[config.mk]
export PLATFORM = sky130hd
export DESIGN_NAME = lcsgp_regs
export DESIGN_NICKNAME = d
export VERILOG_FILES = /design/src/pkg/lcsgp_pkg.sv /design/src/hw/lcsgp_rx_gain.sv /design/src/hw/lcsgp_regs.sv
export SDC_FILE = /design/constraint.sdc
export NUM_CORES = 1
export LEC_CHECK = 0
export ABC_AREA = 1
export BUFFER_PORTS_ARGS = -buffer_cell sky130_fd_sc_hd__buf_2
export CAP_MARGIN = 30
export CORE_AREA = 5 5 114 223
export DETAILED_ROUTE_END_ITERATION = 10
export DIE_AREA = 0 0 119 228
export GPL_TIMING_DRIVEN = 0
export PLACE_DENSITY = 0.78
export SETUP_SLACK_MARGIN = 0.2
export SLEW_MARGIN = 40
export SYNTH_ARGS = -nofsm -noshare
export SYNTH_HDL_FRONTEND = slang
export SYNTH_SLANG_ARGS = --single-unit
export TNS_END_PERCENT = 5
[constraint.sdc]
create_clock -name aclk -period 16.9 [get_ports aclk]
set_input_delay 1.69 -clock aclk [delete_from_list [all_inputs] [get_ports aclk]]
set_output_delay 1.69 -clock aclk [all_outputs]
set_load 0.02 [all_outputs]
[src/pkg/lcsgp_pkg.sv]
package lcsgp_pkg;

  // register indices as printed; the byte address is four times the index
  localparam logic [7:0] LCSGP_IDX_LINE_STATUS = 8'h02;
  localparam logic [7:0] LCSGP_IDX_PEAK_LOW    = 8'h18;
  localparam logic [7:0] LCSGP_IDX_PEAK_HIGH   = 8'h19;
  localparam logic [7:0] LCSGP_IDX_RX_GAIN     = 8'h20;
  localparam logic [7:0] LCSGP_IDX_IRQ_STATUS  = 8'h28;
  localparam logic [7:0] LCSGP_IDX_IRQ_MASK    = 8'h29;
  localparam int         LCSGP_IDX_SHIFT       = 2;
  localparam int         LCSGP_ADDR_BITS       = 10;

  // line canceller status bit positions
  localparam int LCSGP_LS_RX_NB  = 0;
  localparam int LCSGP_LS_ANY_NB = 1;
  localparam int LCSGP_LS_DT     = 2;
  localparam int LCSGP_LS_NLP    = 3;
  // send-path narrowband bit inside the acoustic canceller status
  localparam int LCSGP_AS_TX_NB  = 0;

  // interrupt status and mask bit positions
  localparam int LCSGP_IRQ_RX_NB = 0;
  localparam int LCSGP_IRQ_DT    = 1;
  localparam int LCSGP_IRQ_NLP   = 2;
  localparam int LCSGP_IRQ_PEAK  = 3;
  localparam int LCSGP_IRQ_BITS  = 4;

  // reset values
  localparam logic [7:0]  LCSGP_RST_LINE_STATUS = 8'h00;
  localparam logic [7:0]  LCSGP_RST_PEAK_BYTE   = 8'h00;
  localparam logic [7:0]  LCSGP_RST_RX_GAIN     = 8'h6d;
  localparam logic [3:0]  LCSGP_RST_IRQ         = 4'h0;

  // gain code field
  localparam int LCSGP_GAIN_LSB   = 0;
  localparam int LCSGP_GAIN_MSB   = 3;
  localparam int LCSGP_GAIN_FRAC  = 12;

  // gain factors in unsigned q4.12, code 0h = -24 dB up to code fh = +21 dB, 3 dB steps
  localparam logic [15:0] LCSGP_GAIN_Q12 [16] = '{
    16'h0102, 16'h016d, 16'h0204, 16'h02d8,
    16'h0405, 16'h05ad, 16'h0805, 16'h0b54,
    16'h1000, 16'h169a, 16'h1fed, 16'h2d18,
    16'h3fb2, 16'h59fa, 16'h7f18, 16'hb386
  };

  // axi4-lite responses
  localparam logic [1:0] LCSGP_RESP_OKAY   = 2'b00;
  localparam logic [1:0] LCSGP_RESP_SLVERR = 2'b10;
  localparam logic [1:0] LCSGP_RESP_DECERR = 2'b11;

endpackage : lcsgp_pkg

[src/hw/lcsgp_rx_gain.sv]
module lcsgp_rx_gain
  import lcsgp_pkg::*;
#(
  parameter int SAMPLE_WIDTH = 16
) (
  input  wire logic                           aclk,
  input  wire logic                           aresetn,
  input  wire logic [3:0]                     gain_code,
  input  wire logic signed [SAMPLE_WIDTH-1:0] sample_in,
  input  wire logic                           sample_in_valid,
  output logic signed [SAMPLE_WIDTH-1:0]      sample_out,
  output logic                                sample_out_valid
);

  localparam int PROD_W = SAMPLE_WIDTH + 17;

  if (SAMPLE_WIDTH < 2) begin : g_bad_width
    $error("lcsgp_rx_gain: SAMPLE_WIDTH too small");
  end

  localparam logic signed [SAMPLE_WIDTH-1:0] MAX_S = {1'b0, {(SAMPLE_WIDTH-1){1'b1}}};
  localparam logic signed [SAMPLE_WIDTH-1:0] MIN_S = {1'b1, {(SAMPLE_WIDTH-1){1'b0}}};

  wire logic signed [16:0]       factor   = $signed({1'b0, LCSGP_GAIN_Q12[gain_code]});
  wire logic signed [PROD_W-1:0] product  = PROD_W'(sample_in * factor);
  wire logic signed [PROD_W-1:0] scaled   = product >>> LCSGP_GAIN_FRAC;
  wire logic                     too_high = scaled > PROD_W'(MAX_S);
  wire logic                     too_low  = scaled < PROD_W'(MIN_S);
  // saturate rather than wrap: a wrapped loud sample turns into a full-scale click
  wire logic signed [SAMPLE_WIDTH-1:0] clipped =
    too_high ? MAX_S : (too_low ? MIN_S : scaled[SAMPLE_WIDTH-1:0]);

  logic signed [SAMPLE_WIDTH-1:0] sample_out_reg;
  logic                           sample_out_valid_reg;

  always_ff @(posedge aclk) begin
    if (!aresetn) begin
      sample_out_reg       <= '0;
      sample_out_valid_reg <= 1'b0;
    end else begin
      sample_out_valid_reg <= sample_in_valid;
      if (sample_in_valid) begin
        sample_out_reg <= clipped;
      end
    end
  end

  assign sample_out       = sample_out_reg;
  assign sample_out_valid = sample_out_valid_reg;

endmodule : lcsgp_rx_gain

[src/hw/lcsgp_regs.sv]
module lcsgp_regs
  import lcsgp_pkg::*;
#(
  parameter int PEAK_WIDTH   = 16,
  parameter int SAMPLE_WIDTH = 16
) (
  input  wire logic                           aclk,
  input  wire logic                           aresetn,
  // axi4-lite slave
  input  wire logic [LCSGP_ADDR_BITS-1:0]     s_axi_awaddr,
  input  wire logic [2:0]                     s_axi_awprot,
  input  wire logic                           s_axi_awvalid,
  output logic                                s_axi_awready,
  input  wire logic [31:0]                    s_axi_wdata,
  input  wire logic [3:0]                     s_axi_wstrb,
  input  wire logic                           s_axi_wvalid,
  output logic                                s_axi_wready,
  output logic [1:0]                          s_axi_bresp,
  output logic                                s_axi_bvalid,
  input  wire logic                           s_axi_bready,
  input  wire logic [LCSGP_ADDR_BITS-1:0]     s_axi_araddr,
  input  wire logic [2:0]                     s_axi_arprot,
  input  wire logic                           s_axi_arvalid,
  output logic                                s_axi_arready,
  output logic [31:0]                         s_axi_rdata,
  output logic [1:0]                          s_axi_rresp,
  output logic                                s_axi_rvalid,
  input  wire logic                           s_axi_rready,
  // datapath status
  input  wire logic                           rx_narrowband_flag,
  input  wire logic [7:0]                     acoustic_canceller_status,
  input  wire logic                           double_talk_flag,
  input  wire logic                           line_nonlinear_active,
  // receive error peak from the detector after echo subtraction
  input  wire logic [PEAK_WIDTH-1:0]          rx_error_peak,
  input  wire logic                           rx_error_peak_valid,
  // receive path samples through the user gain
  input  wire logic signed [SAMPLE_WIDTH-1:0] rx_sample_in,
  input  wire logic                           rx_sample_in_valid,
  output logic signed [SAMPLE_WIDTH-1:0]      rx_sample_out,
  output logic                                rx_sample_out_valid,
  output logic [3:0]                          rx_gain_code,
  output logic                                irq
);

  if (PEAK_WIDTH != 16) begin : g_bad_peak
    $error("lcsgp_regs: the peak is split over exactly two byte registers");
  end

  // ---------------------------------------------------------------- decode
  wire logic [7:0] ar_idx = s_axi_araddr[LCSGP_IDX_SHIFT +: 8];
  wire logic       ar_top_ok = (s_axi_araddr[LCSGP_ADDR_BITS-1:LCSGP_IDX_SHIFT] >> 8) == '0;

  logic [LCSGP_ADDR_BITS-1:0] aw_addr_reg;
  logic [31:0]                w_data_reg;
  logic [3:0]                 w_strb_reg;
  logic                       aw_full_reg;
  logic                       w_full_reg;
  logic                       awready_reg;
  logic                       wready_reg;
  logic                       bvalid_reg;
  logic [1:0]                 bresp_reg;
  logic                       arready_reg;
  logic                       rvalid_reg;
  logic [31:0]                rdata_reg;
  logic [1:0]                 rresp_reg;

  wire logic [7:0] wr_idx    = aw_addr_reg[LCSGP_IDX_SHIFT +: 8];
  wire logic       wr_top_ok =
    (aw_addr_reg[LCSGP_ADDR_BITS-1:LCSGP_IDX_SHIFT] >> 8) == '0;
  wire logic       aw_take   = s_axi_awvalid & awready_reg;
  wire logic       w_take    = s_axi_wvalid & wready_reg;
  wire logic       wr_fire   = aw_full_reg & w_full_reg & ~bvalid_reg;
  wire logic       ar_take   = s_axi_arvalid & arready_reg;

  wire logic wr_gain   = wr_fire & wr_top_ok & (wr_idx == LCSGP_IDX_RX_GAIN);
  wire logic wr_istat  = wr_fire & wr_top_ok & (wr_idx == LCSGP_IDX_IRQ_STATUS);
  wire logic wr_imask  = wr_fire & wr_top_ok & (wr_idx == LCSGP_IDX_IRQ_MASK);
  wire logic wr_ro     = wr_top_ok & ((wr_idx == LCSGP_IDX_LINE_STATUS) |
                                      (wr_idx == LCSGP_IDX_PEAK_LOW) |
                                      (wr_idx == LCSGP_IDX_PEAK_HIGH));
  wire logic wr_rw     = wr_top_ok & ((wr_idx == LCSGP_IDX_RX_GAIN) |
                                      (wr_idx == LCSGP_IDX_IRQ_STATUS) |
                                      (wr_idx == LCSGP_IDX_IRQ_MASK));
  // a write to a read-only register is dropped and answered with an error
  wire logic [1:0] wr_resp = wr_rw ? LCSGP_RESP_OKAY :
                             (wr_ro ? LCSGP_RESP_SLVERR : LCSGP_RESP_DECERR);
  wire logic       lane0   = w_strb_reg[0];

  // ---------------------------------------------------------------- state
  logic [7:0]                line_status_reg;
  logic [7:0]                rx_user_gain_reg;
  logic [PEAK_WIDTH-1:0]     peak_reg;
  logic [7:0]                peak_high_shadow_reg;
  logic [LCSGP_IRQ_BITS-1:0] irq_status_reg;
  logic [LCSGP_IRQ_BITS-1:0] irq_mask_reg;
  logic                      irq_reg;

  wire logic tx_narrowband_flag  = acoustic_canceller_status[LCSGP_AS_TX_NB];
  wire logic any_narrowband_flag = rx_narrowband_flag | tx_narrowband_flag;

  logic [7:0] line_status_next;
  always_comb begin
    line_status_next                  = LCSGP_RST_LINE_STATUS;
    line_status_next[LCSGP_LS_RX_NB]  = rx_narrowband_flag;
    line_status_next[LCSGP_LS_ANY_NB] = any_narrowband_flag;
    line_status_next[LCSGP_LS_DT]     = double_talk_flag;
    line_status_next[LCSGP_LS_NLP]    = line_nonlinear_active;
  end

  // events: rising edges of the receive narrowband, double-talk and nonlinear flags, and every new peak sample
  logic [LCSGP_IRQ_BITS-1:0] irq_event;
  always_comb begin
    irq_event                  = '0;
    irq_event[LCSGP_IRQ_RX_NB] = rx_narrowband_flag & ~line_status_reg[LCSGP_LS_RX_NB];
    irq_event[LCSGP_IRQ_DT]    = double_talk_flag & ~line_status_reg[LCSGP_LS_DT];
    irq_event[LCSGP_IRQ_NLP]   = line_nonlinear_active & ~line_status_reg[LCSGP_LS_NLP];
    irq_event[LCSGP_IRQ_PEAK]  = rx_error_peak_valid;
  end

  wire logic [7:0] wdata_b0 = w_data_reg[7:0];
  wire logic [LCSGP_IRQ_BITS-1:0] irq_clear =
    (wr_istat & lane0) ? wdata_b0[LCSGP_IRQ_BITS-1:0] : '0;
  // the set term comes last so an event in the clearing cycle survives
  wire logic [LCSGP_IRQ_BITS-1:0] irq_status_next = (irq_status_reg & ~irq_clear) | irq_event;
  wire logic [LCSGP_IRQ_BITS-1:0] irq_mask_next   =
    (wr_imask & lane0) ? wdata_b0[LCSGP_IRQ_BITS-1:0] : irq_mask_reg;

  // ---------------------------------------------------------------- read mux
  wire logic rd_peak_low = ar_top_ok & (ar_idx == LCSGP_IDX_PEAK_LOW);
  logic [31:0] rd_data;
  logic [1:0]  rd_resp;
  always_comb begin
    rd_data = '0;
    rd_resp = LCSGP_RESP_OKAY;
    if (!ar_top_ok) begin
      rd_resp = LCSGP_RESP_DECERR;
    end else begin
      unique case (ar_idx)
        LCSGP_IDX_LINE_STATUS: rd_data[7:0] = line_status_reg;
        LCSGP_IDX_PEAK_LOW:    rd_data[7:0] = peak_reg[7:0];
        LCSGP_IDX_PEAK_HIGH:   rd_data[7:0] = peak_high_shadow_reg;
        LCSGP_IDX_RX_GAIN:     rd_data[7:0] = rx_user_gain_reg;
        LCSGP_IDX_IRQ_STATUS:  rd_data[LCSGP_IRQ_BITS-1:0] = irq_status_reg;
        LCSGP_IDX_IRQ_MASK:    rd_data[LCSGP_IRQ_BITS-1:0] = irq_mask_reg;
        default:               rd_resp = LCSGP_RESP_DECERR;
      endcase
    end
  end

  // ---------------------------------------------------------------- bus handshakes
  wire logic aw_full_next = aw_full_reg ? ~wr_fire : aw_take;
  wire logic w_full_next  = w_full_reg ? ~wr_fire : w_take;
  wire logic bvalid_next  = wr_fire | (bvalid_reg & ~s_axi_bready);
  wire logic rvalid_next  = ar_take | (rvalid_reg & ~s_axi_rready);

  always_ff @(posedge aclk) begin
    if (!aresetn) begin
      aw_full_reg <= 1'b0;
      w_full_reg  <= 1'b0;
      awready_reg <= 1'b0;
      wready_reg  <= 1'b0;
      bvalid_reg  <= 1'b0;
      arready_reg <= 1'b0;
      rvalid_reg  <= 1'b0;
    end else begin
      aw_full_reg <= aw_full_next;
      w_full_reg  <= w_full_next;
      awready_reg <= ~aw_full_next;
      wready_reg  <= ~w_full_next;
      bvalid_reg  <= bvalid_next;
      arready_reg <= ~rvalid_next;
      rvalid_reg  <= rvalid_next;
    end
  end

  always_ff @(posedge aclk) begin
    if (!aresetn) begin
      aw_addr_reg <= '0;
      w_data_reg  <= '0;
      w_strb_reg  <= '0;
      bresp_reg   <= LCSGP_RESP_OKAY;
      rdata_reg   <= '0;
      rresp_reg   <= LCSGP_RESP_OKAY;
    end else begin
      if (aw_take) begin
        aw_addr_reg <= s_axi_awaddr;
      end
      if (w_take) begin
        w_data_reg <= s_axi_wdata;
        w_strb_reg <= s_axi_wstrb;
      end
      if (wr_fire) begin
        bresp_reg <= wr_resp;
      end
      if (ar_take) begin
        rdata_reg <= rd_data;
        rresp_reg <= rd_resp;
      end
    end
  end

  // ---------------------------------------------------------------- registers
  always_ff @(posedge aclk) begin
    if (!aresetn) begin
      line_status_reg  <= LCSGP_RST_LINE_STATUS;
      rx_user_gain_reg <= LCSGP_RST_RX_GAIN;
      irq_status_reg   <= LCSGP_RST_IRQ;
      irq_mask_reg     <= LCSGP_RST_IRQ;
      irq_reg          <= 1'b0;
    end else begin
      line_status_reg <= line_status_next;
      if (wr_gain && lane0) begin
        rx_user_gain_reg <= wdata_b0;
      end
      irq_status_reg <= irq_status_next;
      irq_mask_reg   <= irq_mask_next;
      irq_reg        <= |(irq_status_next & irq_mask_next);
    end
  end

  // the high byte is frozen when the low byte is read, so a new peak landing
  // between the two reads cannot tear the value
  always_ff @(posedge aclk) begin
    if (!aresetn) begin
      peak_reg             <= {LCSGP_RST_PEAK_BYTE, LCSGP_RST_PEAK_BYTE};
      peak_high_shadow_reg <= LCSGP_RST_PEAK_BYTE;
    end else begin
      if (rx_error_peak_valid) begin
        peak_reg <= rx_error_peak;
      end
      if (ar_take && rd_peak_low) begin
        peak_high_shadow_reg <= peak_reg[15:8];
      end
    end
  end

  // ---------------------------------------------------------------- receive gain
  lcsgp_rx_gain #(
    .SAMPLE_WIDTH (SAMPLE_WIDTH)
  ) u_rx_gain (
    .aclk             (aclk),
    .aresetn          (aresetn),
    .gain_code        (rx_user_gain_reg[LCSGP_GAIN_MSB:LCSGP_GAIN_LSB]),
    .sample_in        (rx_sample_in),
    .sample_in_valid  (rx_sample_in_valid),
    .sample_out       (rx_sample_out),
    .sample_out_valid (rx_sample_out_valid)
  );

  assign rx_gain_code  = rx_user_gain_reg[LCSGP_GAIN_MSB:LCSGP_GAIN_LSB];
  assign s_axi_awready = awready_reg;
  assign s_axi_wready  = wready_reg;
  assign s_axi_bvalid  = bvalid_reg;
  assign s_axi_bresp   = bresp_reg;
  assign s_axi_arready = arready_reg;
  assign s_axi_rvalid  = rvalid_reg;
  assign s_axi_rdata   = rdata_reg;
  assign s_axi_rresp   = rresp_reg;
  assign irq           = irq_reg;

endmodule : lcsgp_regs

======== Word-level counts from Yosys, hierarchy flattened ========
Memories as Yosys holds them, arrays and structs flattened.
Index checks and enable logic that the tools add are counted.
cells by class
  multipliers ............................. 1
  $lt $le $gt $ge ......................... 3
  equality and inequality tests ........... 12
  multiplexer cells ....................... 13
  bitwise logic cells ..................... 37
  reduce and logical (&&, ||, !) cells .... 4
operator list
  kind                                                                    number
  16-bit two-way mux                                                      4
  8-bit by 6-bit equality test with 1-bit output, second input constant   6
  16-bit by 17-bit multiplier with 33-bit output                          1
  8-bit by 5-bit equality test with 1-bit output, second input constant   4
  4-bit case mux with 6 select lines                                      1
  21-bit by 16-bit > comparator with 1-bit output, second input constant  1
  21-bit by 16-bit < comparator with 1-bit output, second input constant  1
  8-bit by 2-bit equality test with 1-bit output, second input constant   2
  4-bit case mux with 4 select lines                                      1
  1-bit bitwise AND                                                       15
  1-bit inverter                                                          10
  4-bit bitwise AND                                                       2
  4-bit two-way mux                                                       2
  1-bit bitwise OR                                                        7
  6-bit OR reduction                                                      1
  5-bit >= comparator, second input constant                              1
  4-bit inverter with 5-bit output                                        1
  2-bit two-way mux                                                       2
  4-bit inverter                                                          1
  4-bit bitwise OR                                                        1
  4-bit OR reduction                                                      1
  1-bit two-way mux                                                       3
  1-bit logical AND                                                       2
word-level totals
  register bits ........................... 104
  memory bits (read-only) ................. 256
  bits of input ports ..................... 114
  output and inout port bits .............. 63
  word-level logic and storage cells ...... 94
  memories ................................ 1
memory list
  memory           words  width  read ports  clocked after memory_dff  wr ports  line                 source
  (no name shown)  16     16     1           0                         0         lcsgp_rx_gain.sv:24  wire logic signed [16:0] factor = $signed({1'b0, LCSGP_GAIN_Q12[gain_code]});

======== Depth between registers and ports, before layout ========
  word-level depth ........................ 10
  depth in mapped cells ................... 37
  gate-level depth less buffers ........... 36

======== Hierarchy ========
Synthesis repeated with hierarchy kept, for this count alone.
second synthesis, totals
  cell total of the unflattened synthesis .. 1765
  area, all modules ....................... 13310.3 um^2
by module, submodules not included
  module         instances  cells each  area each (um^2)  sequential area each (um^2)
  lcsgp_rx_gain  1          1291        9754.4            340.3
  lcsgp_regs     1          474         3555.9            1601.5

======== Worst setup path after synthesis ========
OpenSTA, ideal clock, no wires.
  path type ............................... in2reg
  start ................................... input rx_sample_in[4]
  end ..................................... register u_rx_gain.sample_out_reg[10], in the netlist u_rx_gain.sample_out[10]
  setup time .............................. 0.122 ns
  data arrival time ....................... 7.158 ns
  setup slack ............................. 9.620 ns
  stages .................................. 28
  path through ............................ inv_1 clkbuf_1 nor2_1 fa_1 inv_1 fa_1 fa_1 fa_1 inv_1 fa_1 inv_1 fa_1 inv_1 ha_1 a21oi_1 o21ai_0 a21oi_1 nand2_4 nand2_2 nand2_2 a21o_4 nand2_4 nand2_2 nand2_2 nand2_2 a21oi_4 buf_6 a21oi_2
on the way
  cells in the longest elaborated chain, start to end .. 4
  elaborated cells between the ends (all ways) .. 5
ends and longest elaborated chain
  what                                                line                 source
  from (decl)                                         lcsgp_regs.sv:38     input wire logic signed [SAMPLE_WIDTH-1:0] rx_sample_in,
  16-bit by 17-bit multiplier with 33-bit output (*)  lcsgp_rx_gain.sv:25  wire logic signed [PROD_W-1:0] product = PROD_W'(sample_in * factor);
  21-bit by 16-bit < comparator with 1-bit output     lcsgp_rx_gain.sv:28  wire logic too_low = scaled < PROD_W'(MIN_S);
  16-bit two-way mux                                  lcsgp_rx_gain.sv:31  too_high ? MAX_S : (too_low ? MIN_S : scaled[SAMPLE_WIDTH-1:0]);
  16-bit two-way mux (*)                              lcsgp_rx_gain.sv:31
  to (signal assigned)                                lcsgp_rx_gain.sv:43  sample_out_reg <= clipped;
  to (decl)                                           lcsgp_rx_gain.sv:33  logic signed [SAMPLE_WIDTH-1:0] sample_out_reg;
Mark *: on every way between the ends. The rest lies on a longest branch, timed or not.
A chain may end at the register's enable or synchronous reset.

======== Final worst setup path ========
  start ................................... register rx_user_gain_reg[0]
  end ..................................... register u_rx_gain.sample_out_reg[12], in the netlist u_rx_gain.sample_out[12]
on the way
  cells in the longest elaborated chain, start to end .. 8
  elaborated cells between the ends (all ways) .. 9
ends and longest elaborated chain
  what                                                        line                 source
  from (decl)                                                 lcsgp_regs.sv:92     logic [7:0] rx_user_gain_reg;
  from (signal assigned)                                      lcsgp_regs.sv:214    rx_user_gain_reg <= wdata_b0;
  4-bit inverter with 5-bit output (not written as such) (*)  lcsgp_rx_gain.sv:24
  memory 16 x 16 bit (*)                                      --
  16-bit two-way mux (not written as such) (*) (2 in series)  lcsgp_rx_gain.sv:24
  16-bit by 17-bit multiplier with 33-bit output (*)          lcsgp_rx_gain.sv:25
  21-bit by 16-bit < comparator with 1-bit output             lcsgp_rx_gain.sv:28
  16-bit two-way mux                                          lcsgp_rx_gain.sv:31
  16-bit two-way mux (*)                                      lcsgp_rx_gain.sv:31
Mark *: on every way between the ends. The rest lies on a longest branch, timed or not. The select of a mux whose other input is x is not followed.

==> results by group <==
Global route
  • First-pass GRT wire length: 63,200 um
  • Total GRT Usage: 30.0%
  • Largest net degree at the start of global routing: 21
  • Vias in the first global route: 12.6k
  • Antenna violations before repair: 0
  • GRT overflow: 0

Clock network
  • Max clock buf depth: 2
  • H-Tree Depth: 3
  • Clk sink count: 97
  • Post-cts repair resize count: 0
  • CTS root buf: clkbuf_16
  • Worst-path clk slew: 80 ps
  • Num CTS Buffers: 9
  • Hold Buf Count CTS: 0
  • CTS tree: yes
  • Worst skew pair latency: 350 ps
  • Setup bufs post-CTS: 0

Placed design
  • # port buffers: 105
  • Placed cells: 2,137
  • GP Congestion: 0.993
  • Detailed placement HPWL: 35,100 um

Setup path
  • Worst R2R Setup Slack: 8510 ps
  • Setup Crit Path Kind: reg2reg
  • Required @ worst endpoint: 17,140 ps
  • Slowest CP cell: dfxtp_1
  • Crit path buf inv count: 6
  • Worst r2r dst: u_rx_gain.sample_out[12]$_SDFFE_PN0P_
  • Critical path endpoint category: register
  • Setup crit start kind: register
  • Top cell family by delay on the critical path: adder cells
  • RR Startpoint: rx_user_gain_reg[0]$_SDFFE_PN1P_
  • CP Data Arrival Time: 8630 ps
  • Max FO, Critical Path: 11
  • CP peak stage delay: 690 ps
  • Worst reg2reg path depth: 29

Layout
  • Final #Nets: 2,299
  • Share of cells above drive strength 1: 10.7%
  • Layout Area Growth over Synthesis: 9.85%
  • Fillers: 2,155
  • Share of the core filled with cells: 62.0%
  • Layout Cells excl Fill: 2,153
  • Commonest non-fill, non-tap cell in the layout: inv_1
  • ANT cells: 0
  • Commonest cells after routing, fill and taps aside: 355 x inv_1, 319 x nand2_1, 208 x nor2_1

Route
  • Via density per instance: 5.48
  • Initial drt markers: 627
  • DR DRC count: 0
  • Vias after detailed routing: 11.8k
  • WL final: 40,600 um
  • Routed Antenna Nets: 0
  • DRT Pass-1 Iters: 5
  • Wirelength per Cell: 18.8 um

Hold path
  • Min-delay worst type: reg2reg
  • HP Start: w_data_reg[7]$_SDFFE_PN0P_
  • WHS Endpoint: w_data_reg[7]$_SDFFE_PN0P_
  • Hold depth: 2

STA
  • Final min period: 8390 ps
  • Clock Skews: 5.51 ps
  • Final period utilization: 49.6%
  • RSZ-0062 raised after global routing: false
  • Slew @ Worst Pin: 835 ps
  • Final Max Tran Viols: 0
  • Relative slew margins: 44.2%
  • Setup TNS: 0 ps
  • Achievable Freq: 119 MHz
  • Final Hold Viols: 0
  • # setup viols final: 0

Synth
  • Main combinational cell family by area after synthesis: adder cells
  • Synth Cell Area: 13,200 um2
  • Yosys warns: 0
  • Sequential cell area fraction in the yosys report: 14.8%
  • Synth Area in Compound Gates: 10.3%
  • Post-synth cell types: 46
  • Syn avg cell area: 7.62 um2
  • Post-synthesis xor/xnor area fraction: 1.13%
  • Mux share of post-synthesis cell area: 0%
  • Synth Instances: 1,726
  • Simple-Gate Fraction of Synth Area: 18.7%
  • Post-synthesis adder-cell area fraction: 41.4%
  • Yosys reg bits: 97

Power
  • Logic pwr share: 80.6%
  • Max VDD drop: 0.144 mV
  • Switching Power: 1.39 mW
  • Seq pwr share: 10.9%
  • Leak pwr: 7.74 nW
  • Clock power frac: 8.5%
  • Design internal power: 1.06 mW
  • Pwr Density: 169 nW/um2
  • Switching portion of total power: 56.6%

Floorplan
  • I/O Pins: 177
  • Core area: 23,300 um2
  • Cell row count: 79
  • Vert. Die Dim: 228 um
  • Initial Utilization: 56.4%
  • Die Footprint: 27,100 um2
  • Die width: 119 um

Run status
  • Status: completed

Run
  • Max-cap viol count: 0
cells by family (layout without fill, tap and decap cells):
logic type	Yosys count	after routing
and+or+nand+nor	611	611
buffers and inverters	440	561
adders and majority gates	320	320
AOI/OAI and AO/OA	240	240
DFF	97	97
xor gates and xnor gates	17	17
other	1	24
cell type report:
class / instances / area (um2) / share of cell area [%]
Clock inverter: 7 / 81.3 / 0.563
Inverter: 366 / 1380 / 9.54
Clock buffer: 9 / 225 / 1.56
Sequential cell: 97 / 1940 / 13.4
Multi-Input combinational cell: 1212 / 9530 / 66.0
Buffer: 74 / 413 / 2.86
Tap cell: 283 / 354 / 2.45
Timing Repair Buffer: 105 / 526 / 3.64
worst reg2reg max path: cells and delay by family (launching register included):
family,cells,cell delay [ps]
and+or+nand+nor,7,1000
AOI/OAI and AO/OA,8,1860
buffers and inverters,6,1070
adders and majority gates,8,3680
DFF,1,690
worst max-delay path by stage:
| stage | slack, ps | endpoint | from | depth (start not counted) |
|---|---|---|---|---|
| floorplan | 9620 | u_rx_gain.sample_out[10]$_SDFFE_PN0P_ | rx_sample_in[4] | 28 |
| global placement | 8490 | u_rx_gain.sample_out[6]$_SDFFE_PN0P_ | rx_user_gain_reg[0]$_SDFFE_PN1P_ | 33 |
| detailed placement | 8490 | u_rx_gain.sample_out[12]$_SDFFE_PN0P_ | rx_sample_in[9] | 27 |
| CTS | 8680 | u_rx_gain.sample_out[12]$_SDFFE_PN0P_ | rx_user_gain_reg[0]$_SDFFE_PN1P_ | 28 |
| global route | 8160 | u_rx_gain.sample_out[6]$_SDFFE_PN0P_ | rx_user_gain_reg[0]$_SDFFE_PN1P_ | 29 |
| finish | 8510 | u_rx_gain.sample_out[12]$_SDFFE_PN0P_ | rx_user_gain_reg[0]$_SDFFE_PN1P_ | 29 |
cell usage after synthesis, drive strengths merged:
| master | number | area, um2 |
|---|---|---|
| clkinv | 5 | 18.8 |
| a21oi | 112 | 609 |
| a211oi | 2 | 15.0 |
| o311ai | 1 | 8.76 |
| o21bai | 2 | 15.0 |
| clkbuf | 39 | 146 |
| or2 | 1 | 6.26 |
| nand2 | 339 | 1340 |
| nand3 | 33 | 170 |
| o22ai | 4 | 25.0 |
| a31oi | 10 | 62.6 |
| ha | 127 | 1590 |
| nor3 | 18 | 90.1 |
| buf | 35 | 267 |
| xor2 | 12 | 105 |
| conb | 1 | 3.75 |
| nand4 | 3 | 25.0 |
| xnor2 | 5 | 43.8 |
| a221oi | 4 | 35.0 |
| fa | 193 | 3860 |
| a32oi | 1 | 8.76 |
| o21ai | 87 | 435 |
| o211ai | 10 | 75.1 |
| or3 | 1 | 6.26 |
| nand3b | 2 | 15.0 |
| o21a | 2 | 15.0 |
| a21o | 4 | 37.5 |
| inv | 361 | 1360 |
| nor2 | 210 | 791 |
| dfxtp | 97 | 1940 |
| nor4 | 4 | 25.0 |
| a22oi | 1 | 7.51 |
per-layer routing:
layer | global-route usage, % | vias to the layer above | part of all wire [%]
li1 | - | 5502 | -
met1 | 27.0 | 5661 | 30
met2 | 57.5 | 456 | 55
met3 | 3.37 | 188 | 4.5
met4 | 25.7 | 0 | 10
met5 | 0 | - | 0
per-stage QoR:
step | instance area (um2) | hold slack [ps] | worst slack (ps) | power (mW)
after global placement | 14100 | 439 | 8490 | 2.20
after floorplan | 13200 | 429 | 9620 | 1.68
after global routing | 14500 | 480 | 8160 | 2.69
after detailed placement | 14100 | 448 | 8490 | 2.20
final | 14500 | 460 | 8510 | 2.45
after CTS | 14400 | 458 | 8680 | 2.43
power groups by stage:
stage	combinational [mW]	sequential, mW	clock (mW)
2_1_floorplan	1.39	0.288	0
3_3_place_gp	1.92	0.271	0
3_5_place_dp	1.93	0.272	0
4_1_cts	1.95	0.267	0.209
5_1_grt	2.20	0.270	0.218
6_report	1.97	0.268	0.207
Power figures use the tool's default switching activity.
